===== src/hdl/pwr_switch_pkg.sv =====
// constants and types shared by the socket power switch serial port
package pwr_switch_pkg;
    // ***********************************************************
    // frame layout
    // ***********************************************************
    localparam int SOCKET_BITS  = 4;
    localparam int FRAME_BITS   = 2 * SOCKET_BITS;
    localparam int CNT_W        = 4;
    // ***********************************************************
    // control bit positions
    // ***********************************************************
    localparam int OSC_EN_BIT   = 27;
    localparam logic [7:0] SYS_CTRL_OFFSET = 8'h80;
    // ***********************************************************
    // ring oscillator half period in clock cycles
    // ***********************************************************
    localparam int OSC_HALF_NS  = 160;
    localparam int CLK_NS       = 40;
    localparam int OSC_HALF_CYC = (OSC_HALF_NS + CLK_NS - 1) / CLK_NS;
    localparam logic [7:0] OSC_HALF_CNT = 8'(OSC_HALF_CYC);
    // ***********************************************************
    // states
    // ***********************************************************
    typedef enum logic [1:0] {
        ST_IDLE  = 2'b00,
        ST_SHIFT = 2'b01,
        ST_LATCH = 2'b10
    } shift_state_t;
endpackage


===== src/hdl/shift_clk_if.sv =====
// interface carrying shift clock edges between oscillator and shifter
`timescale 1ns/10ps
interface shift_clk_if;
    logic rise;
    logic fall;
    logic run;
    modport src (output rise, output fall, input run);
    modport dst (input rise, input fall, output run);
endinterface


===== src/hdl/shift_clk_gen.sv =====
// shift clock edge source: external pin sampler or internal oscillator
`timescale 1ns/10ps
module shift_clk_gen
    import pwr_switch_pkg::*;
(
    input  wire logic   i_clk,
    input  wire logic   i_rst,
    input  wire logic   i_osc_en,
    input  wire logic   i_clk_pin,
    output logic        o_clk_drv,
    shift_clk_if.src    edges
);
    logic       sync1_r;
    logic       sync2_r;
    logic       prev_r;
    logic [7:0] cnt_r;
    logic       osc_r;
    logic       lvl;

    always_ff @(posedge i_clk) begin
        if (i_rst) begin
            sync1_r <= 1'b0;
            sync2_r <= 1'b0;
        end else begin
            sync1_r <= i_clk_pin;
            sync2_r <= sync1_r;
        end
    end

    // oscillator runs only while a frame wants edges
    always_ff @(posedge i_clk) begin
        if (i_rst || !i_osc_en || !edges.run) begin
            cnt_r <= 8'h00;
            osc_r <= 1'b0;
        end else if (cnt_r == OSC_HALF_CNT - 8'h01) begin
            cnt_r <= 8'h00;
            osc_r <= ~osc_r;
        end else begin
            cnt_r <= cnt_r + 8'h01;
        end
    end

    assign lvl = i_osc_en ? osc_r : sync2_r;

    always_ff @(posedge i_clk) begin
        if (i_rst) begin
            prev_r <= 1'b0;
        end else begin
            prev_r <= lvl;
        end
    end

    assign edges.rise = lvl & ~prev_r;
    assign edges.fall = ~lvl & prev_r;
    assign o_clk_drv  = osc_r;
endmodule


===== src/hdl/pwr_switch_port.sv =====
// three line serial port toward the dual socket power switch
//
// What this block does
// data changes on shift clock fall so it is stable at each rise
// after a reset without suspend the clock pin is an input fed from outside
// oscillator enable bit makes the block drive its own shift clock
// socket power settings leave one bit per shift clock period
// latch pulses only after the whole frame has been shifted
// any change of a socket request starts a new two-socket frame
// reset clears all state; suspend keeps everything except the shift clock generator registers
`timescale 1ns/10ps
module pwr_switch_port
    import pwr_switch_pkg::*;
(
    input  wire logic                   i_clk,
    input  wire logic                   i_rst,
    input  wire logic                   i_suspend,
    input  wire logic                   i_osc_en_wr,
    input  wire logic                   i_osc_en_val,
    input  wire logic [SOCKET_BITS-1:0] i_sock_a,
    input  wire logic [SOCKET_BITS-1:0] i_sock_b,
    input  wire logic                   i_clock_in,
    output logic                        o_clock_out,
    output logic                        o_clock_oe,
    output logic                        o_data,
    output logic                        o_latch,
    output logic                        o_busy
);
    // ***********************************************************
    // state
    // ***********************************************************
    shift_clk_if                 edges ();
    shift_state_t                state_r;
    logic                        osc_en_r;
    logic [FRAME_BITS-1:0]       req_r;
    logic [FRAME_BITS-1:0]       sent_r;
    logic [FRAME_BITS-1:0]       sh_r;
    logic [CNT_W-1:0]            cnt_r;
    logic                        pend_r;
    logic                        data_r;
    logic                        latch_r;
    logic                        clk_drv;
    logic                        hold;

    // suspend shields state from reset
    assign hold = i_rst & ~i_suspend;

    always_ff @(posedge i_clk) begin
        if (hold) begin
            osc_en_r <= 1'b0;
        end else if (i_osc_en_wr) begin
            osc_en_r <= i_osc_en_val;
        end
    end

    shift_clk_gen u_gen (
        .i_clk     (i_clk),
        .i_rst     (i_rst),
        .i_osc_en  (osc_en_r),
        .i_clk_pin (i_clock_in),
        .o_clk_drv (clk_drv),
        .edges     (edges)
    );

    assign edges.run = (state_r == ST_SHIFT);

    // ***********************************************************
    // request tracking
    // ***********************************************************
    always_ff @(posedge i_clk) begin
        if (hold) begin
            req_r  <= '0;
            pend_r <= 1'b0;
        end else begin
            req_r <= {i_sock_b, i_sock_a};
            // a change during a frame is kept and sent next
            if ({i_sock_b, i_sock_a} != sent_r) begin
                pend_r <= 1'b1;
            end else if (state_r == ST_IDLE) begin
                pend_r <= 1'b0;
            end
        end
    end

    // ***********************************************************
    // shifter
    // ***********************************************************
    always_ff @(posedge i_clk) begin
        if (hold) begin
            state_r <= ST_IDLE;
            sent_r  <= '0;
            sh_r    <= '0;
            cnt_r   <= '0;
            data_r  <= 1'b0;
            latch_r <= 1'b0;
        end else begin
            latch_r <= 1'b0;
            case (state_r)
                ST_IDLE: begin
                    if (pend_r && req_r != sent_r) begin
                        sent_r  <= req_r;
                        sh_r    <= req_r;
                        cnt_r   <= '0;
                        data_r  <= req_r[FRAME_BITS-1];
                        state_r <= ST_SHIFT;
                    end
                end
                ST_SHIFT: begin
                    if (edges.rise) begin
                        cnt_r <= cnt_r + 1'b1;
                        sh_r  <= {sh_r[FRAME_BITS-2:0], 1'b0};
                    end else if (edges.fall) begin
                        if (cnt_r == CNT_W'(FRAME_BITS)) begin
                            state_r <= ST_LATCH;
                        end else begin
                            data_r <= sh_r[FRAME_BITS-1];
                        end
                    end
                end
                ST_LATCH: begin
                    latch_r <= 1'b1;
                    state_r <= ST_IDLE;
                end
                default: state_r <= ST_IDLE;
            endcase
        end
    end

    assign o_data      = data_r;
    assign o_latch     = latch_r;
    assign o_clock_out = clk_drv;
    assign o_clock_oe  = osc_en_r;
    assign o_busy      = (state_r != ST_IDLE);

    // ***********************************************************
    // checks
    // ***********************************************************
    AST_LATCH_AFTER_FRAME: assert property (
        @(posedge i_clk) disable iff (i_rst)
        o_latch |-> $past(state_r) == ST_LATCH && $past(cnt_r) == CNT_W'(FRAME_BITS))
        else $error("latch without a complete frame");
    AST_LATCH_ONE_CYCLE: assert property (
        @(posedge i_clk) disable iff (i_rst)
        o_latch |=> !o_latch)
        else $error("latch longer than one cycle");
    AST_DATA_STABLE_RISE: assert property (
        @(posedge i_clk) disable iff (i_rst)
        (state_r == ST_SHIFT && edges.rise) |-> $stable(o_data))
        else $error("data moved at shift clock rise");
    AST_CNT_STEP: assert property (
        @(posedge i_clk) disable iff (i_rst)
        (state_r == ST_SHIFT && edges.rise) |=> cnt_r == $past(cnt_r) + 1'b1)
        else $error("bit count did not step on rise");
    AST_OE_ONLY_BY_WRITE: assert property (
        @(posedge i_clk) disable iff (i_rst)
        $rose(o_clock_oe) |-> $past(i_osc_en_wr && i_osc_en_val))
        else $error("clock pin driven without enable write");
    AST_RESET_INPUT: assert property (
        @(posedge i_clk)
        (i_rst && !i_suspend) |=> !o_clock_oe)
        else $error("clock pin driven after reset");
    AST_START_ON_CHANGE: assert property (
        @(posedge i_clk) disable iff (i_rst)
        (state_r == ST_IDLE && pend_r && req_r != sent_r) |=> state_r == ST_SHIFT)
        else $error("changed request did not start a frame");
    AST_SUSPEND_KEEP: assert property (
        @(posedge i_clk)
        (i_rst && i_suspend && !i_osc_en_wr) |=> $stable(osc_en_r))
        else $error("suspend did not preserve enable bit");
endmodule


===== config.mk =====
export PLATFORM = sky130hd
export DESIGN_NAME = pwr_switch_port
export DESIGN_NICKNAME = d
export VERILOG_FILES = /design/src/hdl/pwr_switch_pkg.sv /design/src/hdl/shift_clk_if.sv /design/src/hdl/shift_clk_gen.sv /design/src/hdl/pwr_switch_port.sv
export SDC_FILE = /design/constraint.sdc
export NUM_CORES = 1
export LEC_CHECK = 0
export ABC_CLOCK_PERIOD_IN_PS = 1800
export BUFFER_PORTS_ARGS = -buffer_cell sky130_fd_sc_hd__buf_2
export CAP_MARGIN = 10
export CORE_MARGIN = 8
export CORE_UTILIZATION = 55
export DETAILED_ROUTE_END_ITERATION = 8
export PLACE_DENSITY = 0.75
export SETUP_SLACK_MARGIN = 0.15
export SLEW_MARGIN = 20
export SYNTH_ARGS = -nofsm -noshare
export SYNTH_HDL_FRONTEND = slang
export SYNTH_HIERARCHICAL = 1
export SYNTH_SLANG_ARGS = --single-unit
export TNS_END_PERCENT = 1

===== constraint.sdc =====
create_clock -name i_clk -period 1.8 [get_ports i_clk]
set_input_delay 0.54 -clock i_clk [delete_from_list [all_inputs] [get_ports i_clk]]
set_output_delay 0.54 -clock i_clk [all_outputs]
set_load 0.02 [all_outputs]

==> results.sh <==
export IMPL_final_setup_viol_count=0
export IMPL_drt_iter0_drc=58
export IMPL_antenna_left=0
export IMPL_synth_seq_cells=46
export IMPL_hold_path_startpoint="i_rst"
export IMPL_hold_viol=0
export IMPL_whs_path_depth=2
export IMPL_fin_nets=252
export IMPL_cp_end_kind="flip-flop"
export IMPL_numCtsBuffers=5
export IMPL_reg2reg_depth=4
export IMPL_cts_tree="built"
export IMPL_core_area_mm2=0.00355
export IMPL_ir_drop_mv=0.704
export IMPL_synth_commonest_cells="dfxtp_1 (46), nand3_1 (15), a21oi_1 (14), xor2_1 (14)"
export IMPL_routed_wl_um=3800
export IMPL_ff_latch_area_um2=930
export IMPL_clk_insertion_delay_late_ps=360
export IMPL_cp_num_buf_inv=0
export IMPL_synth_top_area_cell="dfxtp_1"
export IMPL_fin_cells=283
export IMPL_grt_first_pass_wirelength_um=6420
export IMPL_die_x_um=76.1
export IMPL_total_power_mw=2.14
export IMPL_synth_async_reset_ratio_pct=0
export IMPL_drive_gt1_share_pct=23.4
export IMPL_fin_area_mm2=0.00231
export IMPL_antenna_found_initial=0
export IMPL_cpPeakStageDelay_ps=500
export IMPL_synth_edf_count=0
export IMPL_overflow=0
export IMPL_fin_worst_skew_ps=18.5
export IMPL_routabilityCongestion=0.771
export IMPL_rows=22
export IMPL_worstMarginPinSlew_ps=424
export IMPL_clk_pin_slew_ps=120
export IMPL_drtPass1Iterations=4
export IMPL_ys_seq_area_share_pct=46.4
export IMPL_fillCellCount=306
export IMPL_dpl_instance_area_mm2=0.00214
export IMPL_via_per_inst=5.35
export IMPL_synth_cells=211
export IMPL_grt_max_degree=37
export IMPL_cpLargestDelayFamily="simple AND/OR/NAND/NOR gates"
export IMPL_io_pins=19
export IMPL_wire_per_inst_um=13.4
export IMPL_hold_class="in2reg"
export IMPL_diodes=0
export IMPL_arrival_ps=1950
export IMPL_synthFlopType="dfxtp_1"
export IMPL_synth_net_count=228
export IMPL_vias=1513
export IMPL_slew_viol_final=0
export IMPL_period_needed_ps=1660
export IMPL_cellPowerDensity_mw_per_mm2=926
export IMPL_relSlewSlack_pct=71.0
export IMPL_max_cap_violations=0
export IMPL_rsz0062_at_grt="yes"
export IMPL_multi_input_area_mm2=0.00103
export IMPL_place_inst=273
export IMPL_yosys_top_cells_area="dfxtp_1 (46%), xor2_1 (6.2%), mux2i_1 (4.0%), nand3_1 (3.8%), a21oi_1 (3.5%)"
export IMPL_cts_root_buf="clkbuf_4"
export IMPL_yosysWarnings=6
export IMPL_cts_sinks=46
export IMPL_die_area_mm2=0.00579
export IMPL_initial_core_util_pct=55.9
export IMPL_max_clock_freq_ghz=0.602
export IMPL_cp_max_fo=4
export IMPL_cp_cell_sequence="ha_2 > or4b_4 > or3_1 > a21oi_1"
export IMPL_crit_slowest_cell="or4b_4"
export IMPL_min_to="u_gen/sync2_r$_SDFF_PP0_"
export IMPL_status="completed"
export IMPL_worst_path_stages=4
export IMPL_grt_total_usage_pct=13.2
export IMPL_ff2ff_setup_slack_ps=140
export IMPL_die_h_um=76.1
export IMPL_required_ps=2090
export IMPL_finalCritPeriodShare_pct=92.2
export IMPL_path_class="reg2reg"
export IMPL_syn_to_final_growth_pct=16.3
export IMPL_first_global_vias=1472
export IMPL_critPathLaunchType="flip-flop"
export IMPL_syn_cell_area_mm2=0.00198
export IMPL_synth_most_common_cell="dfxtp_1"
export IMPL_rr_startpoint="u_gen/cnt_r[1]$_SDFF_PP0_"
export IMPL_leakage_nw=0.943
export IMPL_port_buffers=18
export IMPL_hpwlAfterDp_um=2620
export IMPL_yosysUniqueCellTypes=38
export IMPL_htree_levels=2
export IMPL_syn_area_per_cell_um2=9.40
export IMPL_cts_buffer_depth=2
export IMPL_drcViolationCount=0
export IMPL_netlist_area_leader_share_pct=46.4
export IMPL_postCtsHoldBufs=0
export IMPL_tns_ps=0
export IMPL_r2r_end="u_gen/o_clk_drv$_SDFFE_PP0N_"
## placed cells by master, fill, tap and decap left out, drive strengths merged
cell type and count:
a31oi 1, o21bai 1, a21oi 14, clkbuf 6
xor2 14, and2 11, bufinv 1, or3 5
ha 3, nand3 15, xnor2 7, o41ai 1
o311a 1, o22ai 1, nand2b 4, and4b 1
or2 1, o21ai 14, nand3b 1, nor2 8
buf 27, inv 6, nor3 3, nor3b 1
and3b 1, nor4 3, nand2 13, a2111oi 1
or4b 1, a211oi 1, nor2b 3, o31ai 7
mux2i 8, nor4b 1, dfxtp 46, nand4 3
## logic make-up (layout without fill, tap and decap cells)
kind of cell | count (synthesis) | after routing | share of synthesized area [%]
buf+inv | 16 | 40 | 3.66
simple gates | 75 | 75 | 21.4
compound gates | 42 | 42 | 13.3
xor+xnor | 21 | 21 | 9.27
mux | 8 | 8 | 4.04
fa+ha+maj | 3 | 3 | 1.89
flops | 46 | 46 | 46.4
## flip-flops by register name, summed over array words and instances, names as in the netlist, 2 cells and up
name         count
req_r            8
sh_r             8
sent_r           8
cnt_r            4
u_gen/cnt_r      8
state_r          2
## where the power goes
part,internal (mW),switching [mW],total [mW]
registers,1.10,0.0675,1.17
logic,0.160,0.164,0.324
clock network,0.324,0.318,0.641
total,1.59,0.549,2.14
## how the worst max path moves through the flow
stage	start	slack (ps)	to
finish	u_gen/cnt_r[1]$_SDFF_PP0_	140	u_gen/o_clk_drv$_SDFFE_PP0N_
global route	o_clock_oe$_SDFFE_PP0P_	70	o_data$_SDFFE_PP0P_
CTS	u_gen/cnt_r[1]$_SDFF_PP0_	140	u_gen/o_clk_drv$_SDFFE_PP0N_
detailed placement	u_gen/cnt_r[0]$_SDFF_PP0_	130	u_gen/cnt_r[2]$_SDFF_PP0_
global placement	u_gen/cnt_r[0]$_SDFF_PP0_	180	u_gen/o_clk_drv$_SDFFE_PP0N_
floorplan	u_gen/cnt_r[0]$_SDFF_PP0_	210	u_gen/o_clk_drv$_SDFFE_PP0N_
## timing repair
item,in CTS,in global routing
buffers inserted,3,0
endpoints found under the setup margin,12,28
gates resized for setup,8,12
endpoints found under the hold margin,0,0
pin swaps,2,5
## through the flow
step	hold WS, ps	setup slack, ps	utilization [%]
floorplan	414	208	-
global placement	426	181	60.3
detailed placement	432	135	60.3
CTS	390	137	63.8
global route	392	68.1	65.0
finish	401	140	65.0
## per-layer routing
layer / routed length (um) / vias to the layer above / GRT usage, %
met5: 0 / - / 0
met4: 59 / 0 / 5.19
met3: 112 / 5 / 3.77
met2: 1800 / 15 / 21.1
met1: 1830 / 712 / 16.4
li1: - / 781 / -
## area by class of cell
class | instances | area share (%)
clock buffers | 6 | 2.22
clock inverters | 1 | 1.30
inverters | 6 | 0.976
multi-input cells | 149 | 44.8
flip-flops and latches | 46 | 40.3
well taps | 48 | 2.60
repair buffers | 27 | 7.81
Power figures use the tool's default switching activity.
